`config.mk`:
```
export PLATFORM = sky130hd
export DESIGN_NAME = dplc_top
export DESIGN_NICKNAME = d
export VERILOG_FILES = /design/src/common/dplc_pkg.sv /design/src/hw/dplc_lock_det.sv /design/src/hw/dplc_top.sv
export VERILOG_INCLUDE_DIRS = /design/src /design/src/common
export SDC_FILE = /design/constraint.sdc
export NUM_CORES = 1
export LEC_CHECK = 0
export BUFFER_PORTS_ARGS = -buffer_cell sky130_fd_sc_hd__buf_4
export CAP_MARGIN = 20
export CORE_UTILIZATION = 50
export DETAILED_ROUTE_END_ITERATION = 16
export PLACE_DENSITY = 0.71
export SYNTH_ARGS = -nofsm -noshare
export SYNTH_HDL_FRONTEND = slang
export SYNTH_HIERARCHICAL = 1
export SYNTH_SLANG_ARGS = --single-unit
```
`constraint.sdc`:
```
create_clock -name clock -period 6.8 [get_ports clock]
set_input_delay 1.36 -clock clock [delete_from_list [all_inputs] [get_ports clock]]
set_output_delay 1.36 -clock clock [all_outputs]
set_load 0.02 [all_outputs]
```
`src/common/dplc_defines.svh`:
```
// Register indices, field positions and timing constants for the
// loop supervision block. Assumes inclusion by its bare name.
`ifndef DPLC_DEFINES_SVH
`define DPLC_DEFINES_SVH

// Register indices; byte address is four times the index
`define DPLC_IX_REFFREQ  16'h0202
`define DPLC_IX_STAB     16'h0206
`define DPLC_IX_CTRL     16'h0010
`define DPLC_IX_FTHR     16'h0011
`define DPLC_IX_RATE     16'h0012
`define DPLC_IX_CLMIN    16'h0013
`define DPLC_IX_CLMAX    16'h0014
`define DPLC_IX_HIST     16'h0015
`define DPLC_IX_STAT     16'h0016
`define DPLC_IX_AVG      16'h0017

// Control fields
`define DPLC_CTRL_HOLD   0
`define DPLC_CTRL_COMMIT 1

// Reset values
`define DPLC_RST_CLMAX   24'hFF_FFFF
`define DPLC_RST_RATE    16'h0101
`define DPLC_RST_HIST    4'h4

// Lock level marks, 13-bit two's complement
`define DPLC_LVL_FULL    13'h0800
`define DPLC_LVL_EMPTY   13'h1800
`define DPLC_LVL_HIGH    13'h0400
`define DPLC_LVL_LOW     13'h1C00

// Stability period unit is one millisecond
`define DPLC_MS_NS       1000000
`define DPLC_CLK_NS      50

`endif

```
`src/common/dplc_pkg.sv`:
```
// Types shared by the loop supervision block.
// Assumes nothing beyond a SystemVerilog compiler.
package dplc_pkg;

	typedef enum logic [2:0]
	{
		dplc_st_free    = 3'b000,
		dplc_st_closed  = 3'b001,
		dplc_st_hold    = 3'b010,
		dplc_st_switch  = 3'b011,
		dplc_st_recover = 3'b100
	} dplc_state_t;

endpackage

```
`src/hw/dplc_lock_det.sv`:
```
// Fill/drain lock detector driven by period-deviation samples.
// Assumes samples and settings come from logic on the same clock.
`timescale 1ns/1ps
`include "dplc_defines.svh"

module dplc_lock_det
	import dplc_pkg::*;
(
	// Clock and reset
	input  wire logic        clock,
	input  wire logic        rst_n,
	// Samples and settings
	input  wire logic        sample_valid,
	input  wire logic [23:0] sample_mag,
	input  wire logic [23:0] threshold,
	input  wire logic [7:0]  fill,
	input  wire logic [7:0]  drain,
	// Loop mode
	input  wire logic        force_unlock,
	input  wire logic        freeze,
	// Indication
	output logic             locked
);

	logic signed [13:0] sum;
	logic signed [12:0] level;
	logic signed [12:0] next_level;

	always_comb
	begin
		sum = 14'(level);
		next_level = level;
		if (sample_valid && !freeze)
		begin
			// One step per sample, by magnitude only
			if (sample_mag <= threshold)
				sum = 14'(level) + $signed({6'h00, fill});
			else
				sum = 14'(level) - $signed({6'h00, drain});
			// Saturate at both ends
			if (sum > 14'($signed(`DPLC_LVL_FULL)))
				next_level = `DPLC_LVL_FULL;
			else if (sum < 14'($signed(`DPLC_LVL_EMPTY)))
				next_level = `DPLC_LVL_EMPTY;
			else
				next_level = 13'(sum);
		end
	end

	always_ff @(posedge clock)
	begin
		if (!rst_n || force_unlock)
			level <= `DPLC_LVL_EMPTY;
		else
			level <= next_level;
	end

	always_ff @(posedge clock)
	begin
		if (!rst_n || force_unlock)
			locked <= 1'b0;
		else if (freeze)
			locked <= locked;
		else if (level > $signed(`DPLC_LVL_HIGH))
			locked <= 1'b1;
		else if (level < $signed(`DPLC_LVL_LOW))
			locked <= 1'b0;
	end
endmodule // dplc_lock_det

```
`src/hw/dplc_top.sv`:
```
// Loop supervision for one digital loop instance: frequency lock
// detector, tuning-word clamp and history, loop state machine and
// system clock stability timer, with an APB register slave.
// Assumes loop filter words and deviation samples on this clock and
// an asynchronous lock level from the system clock PLL.
//
// Overview of operation
// - Frequency detector reuses fill/drain level mechanism
// - 24-bit picosecond threshold against period magnitude
// - Clamp tuning word inside programmed range
// - Average tuning words over user interval
// - Holdover drives stored averaged tuning word
// - Switchover: brief holdover, load parameters, reclose
// - Lock indication frozen during switchover
// - Holdover on missing reference or user command
// - Valid reference in holdover starts recovery
// - User holdover bit blocks automatic recovery
// - Clock reads unstable until qualified
// - Timer runs stability period after PLL lock
// - Lock loss clears and halts the timer
// - Monitors wait for stable system clock
// - Stability period write resets the timer
// - Timer restarts at commit strobe after period write, if locked
// - Saturating level from -2048 to +2048
// - Lock above +1024, unlock below -1024
// - One fill or drain step per sample
// - Free-run or holdover reports unlocked
`timescale 1ns/1ps
`include "dplc_defines.svh"

module dplc_top
	import dplc_pkg::*;
#(
	parameter int unsigned TICK_CYCLES = `DPLC_MS_NS / `DPLC_CLK_NS
)
(
	// Clock and reset
	input  wire logic        clock,
	input  wire logic        rst_n,
	// APB slave
	input  wire logic        psel,
	input  wire logic        penable,
	input  wire logic        pwrite,
	input  wire logic [17:0] paddr,
	input  wire logic [31:0] pwdata,
	output logic [31:0]      prdata,
	output logic             pready,
	output logic             pslverr,
	// System clock PLL lock, asynchronous
	input  wire logic        internal_system_clock_pll_locked,
	// References and loop
	input  wire logic        ref_valid,
	input  wire logic [1:0]  ref_select,
	input  wire logic        period_dev_valid,
	input  wire logic [24:0] period_dev,
	input  wire logic        lf_tw_valid,
	input  wire logic [23:0] lf_tw,
	// Loop outputs
	output logic [23:0]      tw_out,
	output logic             freq_locked,
	output dplc_state_t      loop_state,
	output logic [1:0]       active_ref,
	output logic             load_params,
	output logic             internal_system_clock_stable
);

	// Registers
	logic [31:0] reg_ref_freq;
	logic [23:0] reg_stab;
	logic        user_hold;
	logic [23:0] reg_fthr;
	logic [15:0] reg_rate;
	logic [23:0] reg_clmin;
	logic [23:0] reg_clmax;
	logic [3:0]  reg_hist;

	// Bus decode
	logic        bus_wr;
	logic [15:0] bus_ix;
	logic        ix_ok;
	logic [31:0] rd_data;
	logic        stab_wr;
	logic        commit;

	// Lock synchroniser
	logic        lk_s1;
	logic        lk_s2;
	logic        lk_s3;
	logic        lock_q;

	// Stability timer
	logic [14:0] pres;
	logic [23:0] stab_cnt;
	logic        armed;

	// Loop
	dplc_state_t state;
	dplc_state_t next_state;
	logic        ref_ok;
	logic        hold_req;
	logic [23:0] tw_clamped;
	logic [23:0] avg_clamped;
	logic [24:0] dev_abs;
	logic [23:0] dev_mag;

	// History
	logic [38:0] hist_acc;
	logic [38:0] hist_sum;
	logic [14:0] hist_cnt;
	logic [15:0] hist_span;
	logic [23:0] hist_avg;
	logic        hist_valid;

	function automatic logic [23:0] clamp_tw(input logic [23:0] w,
		input logic [23:0] lo, input logic [23:0] hi);
		if (w < lo)
			return lo;
		else if (w > hi)
			return hi;
		else
			return w;
	endfunction

	assign bus_ix  = paddr[17:2];
	assign bus_wr  = psel && penable && pready && pwrite;
	assign stab_wr = bus_wr && ix_ok && bus_ix == `DPLC_IX_STAB;
	// Refused (misaligned) writes must not strobe a commit either
	assign commit  = bus_wr && ix_ok && bus_ix == `DPLC_IX_CTRL &&
		pwdata[`DPLC_CTRL_COMMIT];

	always_comb
	begin
		ix_ok = paddr[1:0] == 2'h0;
		rd_data = 32'h0000_0000;
		case (bus_ix)
			`DPLC_IX_REFFREQ: rd_data = reg_ref_freq;
			`DPLC_IX_STAB:    rd_data = {8'h00, reg_stab};
			`DPLC_IX_CTRL:    rd_data = {31'h0000_0000, user_hold};
			`DPLC_IX_FTHR:    rd_data = {8'h00, reg_fthr};
			`DPLC_IX_RATE:    rd_data = {16'h0000, reg_rate};
			`DPLC_IX_CLMIN:   rd_data = {8'h00, reg_clmin};
			`DPLC_IX_CLMAX:   rd_data = {8'h00, reg_clmax};
			`DPLC_IX_HIST:    rd_data = {28'h000_0000, reg_hist};
			`DPLC_IX_STAT:
				rd_data = {23'h00_0000, active_ref, state,
					hist_valid, lock_q, internal_system_clock_stable, freq_locked};
			`DPLC_IX_AVG:     rd_data = {8'h00, hist_avg};
			default:          ix_ok = 1'b0;
		endcase
	end

	// One wait state: answer is built in the first access cycle
	always_ff @(posedge clock)
	begin
		if (!rst_n)
		begin
			pready  <= 1'b0;
			prdata  <= 32'h0000_0000;
			pslverr <= 1'b0;
		end
		else
		begin
			pready  <= psel && penable && !pready;
			prdata  <= (psel && !pwrite) ? rd_data : 32'h0000_0000;
			pslverr <= psel && penable && !pready && !ix_ok;
		end
	end

	always_ff @(posedge clock)
	begin
		if (!rst_n)
		begin
			reg_ref_freq <= 32'h0000_0000;
			reg_stab     <= 24'h00_0000;
			user_hold    <= 1'b0;
			reg_fthr     <= 24'h00_0000;
			reg_rate     <= `DPLC_RST_RATE;
			reg_clmin    <= 24'h00_0000;
			reg_clmax    <= `DPLC_RST_CLMAX;
			reg_hist     <= `DPLC_RST_HIST;
		end
		else if (bus_wr && ix_ok)
		begin
			case (bus_ix)
				`DPLC_IX_REFFREQ: reg_ref_freq <= pwdata;
				`DPLC_IX_STAB:    reg_stab <= pwdata[23:0];
				`DPLC_IX_CTRL:
					user_hold <= pwdata[`DPLC_CTRL_HOLD];
				`DPLC_IX_FTHR:    reg_fthr <= pwdata[23:0];
				`DPLC_IX_RATE:    reg_rate <= pwdata[15:0];
				`DPLC_IX_CLMIN:   reg_clmin <= pwdata[23:0];
				`DPLC_IX_CLMAX:   reg_clmax <= pwdata[23:0];
				`DPLC_IX_HIST:    reg_hist <= pwdata[3:0];
				default:          reg_hist <= reg_hist;
			endcase
		end
	end

	// Lock level changes count once second and third stages agree
	always_ff @(posedge clock)
	begin
		if (!rst_n)
		begin
			lk_s1  <= 1'b0;
			lk_s2  <= 1'b0;
			lk_s3  <= 1'b0;
			lock_q <= 1'b0;
		end
		else
		begin
			lk_s1 <= internal_system_clock_pll_locked;
			lk_s2 <= lk_s1;
			lk_s3 <= lk_s2;
			if (lk_s2 == lk_s3)
				lock_q <= lk_s3;
		end
	end

	// Armed at power-up so the first lock qualifies without a commit
	always_ff @(posedge clock)
	begin
		if (!rst_n)
		begin
			armed         <= 1'b1;
			pres          <= 15'h0000;
			stab_cnt      <= 24'h00_0000;
			internal_system_clock_stable <= 1'b0;
		end
		else if (stab_wr)
		begin
			armed         <= 1'b0;
			pres          <= 15'h0000;
			stab_cnt      <= 24'h00_0000;
			internal_system_clock_stable <= 1'b0;
		end
		else if (!lock_q)
		begin
			pres          <= 15'h0000;
			stab_cnt      <= 24'h00_0000;
			internal_system_clock_stable <= 1'b0;
		end
		else if (!armed)
			armed <= commit;
		else if (stab_cnt >= reg_stab)
			internal_system_clock_stable <= 1'b1;
		else if (pres == 15'(TICK_CYCLES - 1))
		begin
			pres     <= 15'h0000;
			stab_cnt <= stab_cnt + 24'h00_0001;
		end
		else
			pres <= pres + 15'h0001;
	end

	// Reference monitors only count once the clock is qualified
	assign ref_ok   = ref_valid && internal_system_clock_stable;
	assign hold_req = !ref_ok || user_hold;

	always_comb
	begin
		next_state = state;
		case (state)
			dplc_st_free:
				if (!hold_req)
					next_state = dplc_st_recover;
			dplc_st_closed:
				if (hold_req)
					next_state = dplc_st_hold;
				else if (ref_select != active_ref)
					next_state = dplc_st_switch;
			dplc_st_hold:
				if (!hold_req)
					next_state = dplc_st_recover;
			dplc_st_switch:
				next_state = dplc_st_closed;
			dplc_st_recover:
				next_state = dplc_st_closed;
			default:
				next_state = dplc_st_free;
		endcase
	end

	always_ff @(posedge clock)
	begin
		if (!rst_n)
		begin
			state       <= dplc_st_free;
			loop_state  <= dplc_st_free;
			active_ref  <= 2'h0;
			load_params <= 1'b0;
		end
		else
		begin
			state      <= next_state;
			loop_state <= next_state;
			// Profile of the new reference is loaded on leaving
			load_params <= state == dplc_st_switch ||
				state == dplc_st_recover;
			if (state == dplc_st_switch || state == dplc_st_recover)
				active_ref <= ref_select;
		end
	end

	assign tw_clamped  = clamp_tw(lf_tw, reg_clmin, reg_clmax);
	assign avg_clamped = clamp_tw(hist_avg, reg_clmin, reg_clmax);

	// Switchover also rides on the average for its one cycle
	always_ff @(posedge clock)
	begin
		if (!rst_n)
			tw_out <= 24'h00_0000;
		else if (state == dplc_st_closed || state == dplc_st_recover)
		begin
			if (lf_tw_valid)
				tw_out <= tw_clamped;
		end
		else
			tw_out <= avg_clamped;
	end

	assign hist_span = 16'h0001 << reg_hist;
	assign hist_sum  = hist_acc + {15'h0000, tw_clamped};

	// Only closed-loop words enter the history
	always_ff @(posedge clock)
	begin
		if (!rst_n)
		begin
			hist_acc   <= 39'h00_0000_0000;
			hist_cnt   <= 15'h0000;
			hist_avg   <= 24'h00_0000;
			hist_valid <= 1'b0;
		end
		else if (state == dplc_st_closed && lf_tw_valid)
		begin
			if ({1'b0, hist_cnt} == hist_span - 16'h0001)
			begin
				hist_avg   <= 24'(hist_sum >> reg_hist);
				hist_valid <= 1'b1;
				hist_acc   <= 39'h00_0000_0000;
				hist_cnt   <= 15'h0000;
			end
			else
			begin
				hist_acc <= hist_sum;
				hist_cnt <= hist_cnt + 15'h0001;
			end
		end
	end

	assign dev_abs = period_dev[24] ? 25'(-period_dev) : period_dev;
	assign dev_mag = dev_abs[24] ? 24'hFF_FFFF : dev_abs[23:0];

	// Same level mechanism as the phase detector
	dplc_lock_det u_freq_det
	(
		.clock        (clock),
		.rst_n        (rst_n),
		.sample_valid (period_dev_valid && internal_system_clock_stable),
		.sample_mag   (dev_mag),
		.threshold    (reg_fthr),
		.fill         (reg_rate[7:0]),
		.drain        (reg_rate[15:8]),
		.force_unlock (state == dplc_st_free ||
			state == dplc_st_hold),
		.freeze       (state == dplc_st_switch),
		.locked       (freq_locked)
	);
endmodule // dplc_top

```
Yosys cells after proc, flatten, opt, wreduce, memory -nomap -nowiden
Index checks and enable logic that the tools add are counted.

word-level totals
  bits of input ports = 110
  output and inout port bits = 66
  register bits = 351

cells by class
  equality and inequality tests = 21
  shifts and indexed selects = 2
  reductions and logical operators = 48
  mux-type cells = 26
  magnitude comparators = 10
  add/subtract/negate cells = 8
  bitwise logic cells = 4

operators by type and width
  cell                   count
  $pmux 32 s10           1
  $mux 24                7
  $eq 16x5->1 const B    8
  $gt 24x24->1           2
  $lt 24x24->1           2
  $add 39x24->39         1
  $mux 39                1
  $shr 39x4->24          1
  $eq 16x10->1 const B   2
  $add 15x1->15 const B  2
  $mux 15                2
  $mux 14                2
  $reduce_and 2->1       14
  $mux 13                2
  $mux 25                1
  $neg 25->25            1
  $add 24x1->24 const B  1
  $ge 24x24->1           1
  $le 24x24->1           1
  $eq 15x16->1           1
  $shl 1x4->16 const A   1
  $sub 16x1->16 const B  1
  $eq 15x15->1 const B   1
  $add 13x9->14          1
  other kinds (26)       62

Longest topological paths before layout
  word-level depth = 9
  depth in mapped cells = 33
  depth with buffers taken out = 31

Cells and area by module
Netlist, hierarchy kept.

modules (own cells, without submodules)
  module         area each (µm²)  seq. area each (µm²)  times used  cells each
  dplc_top       22485.3          6746.5                1           2941
  dplc_lock_det  2070.7           280.3                 1           282

Worst setup path before layout
OpenSTA, ideal clock, no wires.

  path kind = in2reg
  start = input port period_dev[8]
  end = register u_freq_det.level[10]
  setup time = 85 ps
  data arrival time = 7290 ps
  path buffers = 2
  slack = -575 ps
  cell stages on the path = 29
  cells stage by stage = or3_1 or4_1 or3_1 or4_1 nand2b_4 nor3_2 nand2_1 a21oi_1 a31oi_1 ha_1 nand4_2 or4_1 a21oi_2 o21ai_2 clkbuf_1 o21ai_0 ha_1 inv_1 fa_1 nand2b_1 a21oi_1 o21ai_0 xnor2_1 nor3b_1 o2111ai_1 a21oi_1 mux2i_1 buf_6 o31ai_2

on the way
  cells in the longest elaborated chain, start to end = 9
  elaborated cells on any way between the ends = 10
  those cells by class = 1 x add/sub; 3 x order compare; 6 x mux

ends and longest elaborated chain
  what                  line                 text
  start, declared       dplc_top.sv:55       input wire logic [24:0] period_dev,
  $neg 25->25 (*)       dplc_top.sv:351      assign dev_abs = period_dev[24] ? 25'(-period_dev) : period_dev;
  $mux 25 (*)           dplc_top.sv:351
  $mux 24 (*)           dplc_top.sv:352      assign dev_mag = dev_abs[24] ? 24'hFF_FFFF : dev_abs[23:0];
  net dev_mag[22]       dplc_top.sv:104      logic [23:0] dev_mag;
  $le 24x24->1 (*)      dplc_lock_det.sv:36  if (sample_mag <= threshold)
  $mux 14 (*)           dplc_lock_det.sv:36
  $mux 14 (*)           dplc_lock_det.sv:33  if (sample_valid && !freeze)
  $lt 14x12->1          dplc_lock_det.sv:43  else if (sum < 14'($signed(`DPLC_LVL_EMPTY)))
  $mux 13               dplc_lock_det.sv:43
  $mux 13 (*)           dplc_lock_det.sv:41  if (sum > 14'($signed(`DPLC_LVL_FULL)))
  end signal, assigned  dplc_lock_det.sv:53  level <= `DPLC_LVL_EMPTY;
  end signal, assigned  dplc_lock_det.sv:55  level <= next_level;
  end, declared         dplc_lock_det.sv:26  logic signed [12:0] level;

The timed path passes the listed nets; every way through them passes the cells marked *. The select of a mux whose other input is x is not followed.
A chain may end at the register's enable or synchronous reset.

Final worst setup path
  start = input port period_dev[8]
  end = register u_freq_det.level[5]

The elaborated chain is that of the path after synthesis.

==> impl_metrics.tcl <==
set metrics [dict create \
    outcome "complete, but fails checks" \
    violations "negative setup slack" \
    yosysUniqueCellTypes 106 \
    antenna_found_initial 2 \
    fin_ws_ns -0.348 \
    die_w_um 224 \
    fp-row-count 80 \
    drive_gt1_frac 0.187 \
    ctsHoldBuffers 0 \
    avgViaCountPerCell 6.27 \
    switching_share 0.258 \
    clk_pin_slew_ns 0.06 \
    n_antenna_cell 0 \
    yosys.area.top_type "dfxtp_1" \
    p_leak_uw 0.0122 \
    grt_use_total 0.366 \
    power.density_mw_per_mm2 173 \
    ys_warn_count 6 \
    synthesis.area_mm2 0.0246 \
    fin_skew_ns 0.0296 \
    drv_slew 0 \
    drt-total-wl_um 94400 \
    area_growth_pct 20.8 \
    yosys_most_used_dff "dfxtp_1" \
    drcViolationCount 0 \
    largest_reg_flops 39 \
    synth_area_leaders "dfxtp_1, ha_1, nand2_1" \
    portBuffers 175 \
    instances_no_fill 4143 \
    ant_nets 0 \
    synth_top_family_by_area "compound AO/OA/AOI/OAI gates" \
    synth_edf_count 0 \
    place_inst 4053 \
    dp_slack_ns -0.972 \
    whs_endpoint "prdata[28]$_SDFF_PN0_" \
    yosys_register_bits 351 \
    worst_setup_path_end_kind "register" \
    synth_xor_xnor_area_share 0.0345 \
    synth_fa_ha_area_frac 0.0964 \
    critical_path_peak_fanout 5 \
    grt_overflow_total 0 \
    top_usage_layer "met2" \
    met3_usage 0.0595 \
    netSwitchingPower_uw 1330 \
    cts_buffers 41 \
    cts_tree "yes" \
    synth_top_area_share 0.286 \
    r2r_end "hist_avg[22]$_SDFFE_PN0P_" \
    nNetsFinal 3795 \
    hp-start "reg_ref_freq[28]$_SDFFE_PN0P_" \
    cts_max_level 2 \
    peakVddDrop_v 0.000169 \
    r2r-start "reg_clmax[9]$_SDFFE_PN1P_" \
    setup_viol 13 \
    async_flop_share 0 \
    drv_cap 0 \
    hold_depth 1 \
    period_minus_slack_ns 7.15 \
    synth_simple_gate_area_share 0.222 \
    hp-class "reg2reg" \
    synth_most_common_cell "nand2_1" \
    post-route-period-util 1.05 \
    clockBufferDepth 3 \
    max_freq_mhz 140 \
    vias 26000 \
    p_int_uw 3810 \
    synth_compound_gate_area_share 0.259 \
    p_seq_frac 0.401 \
    synthCells 3223 \
    crit_required_ns 7.32 \
    initial_utilization 0.511 \
    post_drt_wl_per_cell_um 22.8 \
    largestRegisters "hist_acc (39), prdata (32), reg_ref_freq (32)" \
    met1_usage 0.454 \
    crit_arrival_ns 7.67 \
    drt_iter0_drc 2908 \
    die_y_um 224 \
    regMostFlops "hist_acc" \
    place_hpwl_um 71200 \
    grt_pass1_wl_um 142000 \
    startpoint_type "primary input" \
    p_clk_frac 0.475 \
    regToRegSetupSlack_ns 0.57 \
    first_global_vias 24400 \
    synthMuxAreaShare 0.0467 \
    pwr-share-comb 0.124 \
    worstSetupPathType "in2reg" \
    r2r_cells 27 \
    synth_commonest_cells "nand2_1, a21oi_1, dfxtp_1" \
    first_pass_iters 8 \
    place_congestion 0.982 \
    die-area_mm2 0.0500 \
    slew_headroom 0.219 \
    clockRootBuffer "clkbuf_16" \
    hold_viol 0 \
    rsz0062_at_grt "true" \
    clock-sinks 351 \
    avgSynthCellArea_um2 7.62 \
    tightestPinTransition_ns 1.16 \
    core_mm2 0.0480 \
    finalSetupTns_ns -3.58 \
    grt_max_degree 75 \
    met2_usage 0.609 \
    syn-num-nets 3521 \
    insertion_delay_ns 0.60 \
    synth-seq-area-share 0.286 \
    io_pins 176 \
]
-- cells in the final DEF (no fill, tap or decap), types with 33 or more instances in the layout --
cell and instances:
a211oi_1 50, a21o_1 59, a21oi_1 359, and2_1 36, buf_4 425, clkbuf_16 42, dfxtp_1 349, ha_1 181
inv_1 140, mux2i_1 45, nand2_1 543, nand3_1 78, nand4_1 48, nor2_1 193, nor2b_1 39, nor3_1 61
o211ai_1 50, o21ai_0 153, or3_1 39, xnor2_1 33, xor2_1 59
-- power groups by stage --
| stage | registers (uW) | logic [uW] | clock network (uW) |
|---|---|---|---|
| final | 2060 | 638 | 2440 |
| after detailed placement | 2100 | 592 | 0 |
| after global placement | 2100 | 582 | 0 |
| after global routing | 2060 | 685 | 2530 |
| after CTS | 2060 | 612 | 2460 |
| after floorplan | 2100 | 303 | 0 |
-- worst max-delay path by stage --
stage / from / endpoint / depth (start not counted)
final: period_dev[8] / u_freq_det/level[5]$_SDFFE_PP0P_ / 27
after global routing: period_dev[8] / u_freq_det/level[5]$_SDFFE_PP0P_ / 31
after CTS: period_dev[8] / u_freq_det/level[4]$_SDFFE_PP0P_ / 27
after detailed placement: period_dev[8] / u_freq_det/level[9]$_SDFFE_PP0P_ / 26
after global placement: period_dev[8] / u_freq_det/level[9]$_SDFFE_PP0P_ / 28
after floorplan: period_dev[8] / u_freq_det/level[0]$_SDFFE_PP0P_ / 28
-- stage by stage --
step / area, um^2 / utilization / hold slack, ns / power [uW]
after detailed placement: 27800 / 0.579 / 0.426 / 2700
final: 29700 / 0.617 / 0.439 / 5140
after floorplan: 24700 / - / 0.412 / 2410
after CTS: 29500 / 0.614 / 0.439 / 5130
after global placement: 27800 / 0.579 / 0.426 / 2690
after global routing: 29700 / 0.617 / 0.470 / 5270
-- final cells by class --
cell class | instances | area [um^2]
inverter | 141 | 532
multi-input combinational | 2527 | 16500
timing repair buffer | 435 | 3350
clock inverter | 16 | 267
fill | 4337 | 18400
clock buffer | 58 | 1210
tap | 615 | 769
sequential | 351 | 7030
-- kinds of logic after synthesis --
kind of cell    count (synthesis)
xor+xnor                       94
fa+ha+maj                     188
buf+inv                       346
simple gates                 1174
mux                            90
compound gates                980
flops                         351
-- critical path, cell delays in order --
cell	delay (ns)
buf_6	0.09
or3_4	0.37
or4_4	0.44
or3_4	0.36
or4_4	0.45
nand2b_4	0.17
nor3_4	0.15
nand2_1	0.12
a21oi_2	0.14
a31oi_1	0.06
ha_1	0.36
nand4_4	0.11
or4_4	0.57
a21oi_4	0.25
o21ai_4	0.14
mux2_4	0.34
ha_4	0.28
a21oi_4	0.06
nor2_2	0.13
o21ai_2	0.08
or3_4	0.38
a311oi_2	0.29
a211oi_2	0.08
xor3_2	0.28
mux2i_4	0.22
buf_6	0.15
o31ai_4	0.22
-- layer usage --
metal / up-vias / routed length, um
met2: 1169 / 43900
li1: 12200 / -
met5: - / 17
met1: 12400 / 37700
met4: 2 / 5110
met3: 239 / 7710
-- repair_timing --
action / 4_1_cts / 5_1_grt
endpoints found under the hold margin: 0 / 0
buffers inserted: 6 / 6
pin swaps: 6 / 12
gates resized for setup: 36 / 24
endpoints found under the setup margin: 13 / 14
cloned: 2 / 0
Note: power is estimated with default switching activity, not from simulation.
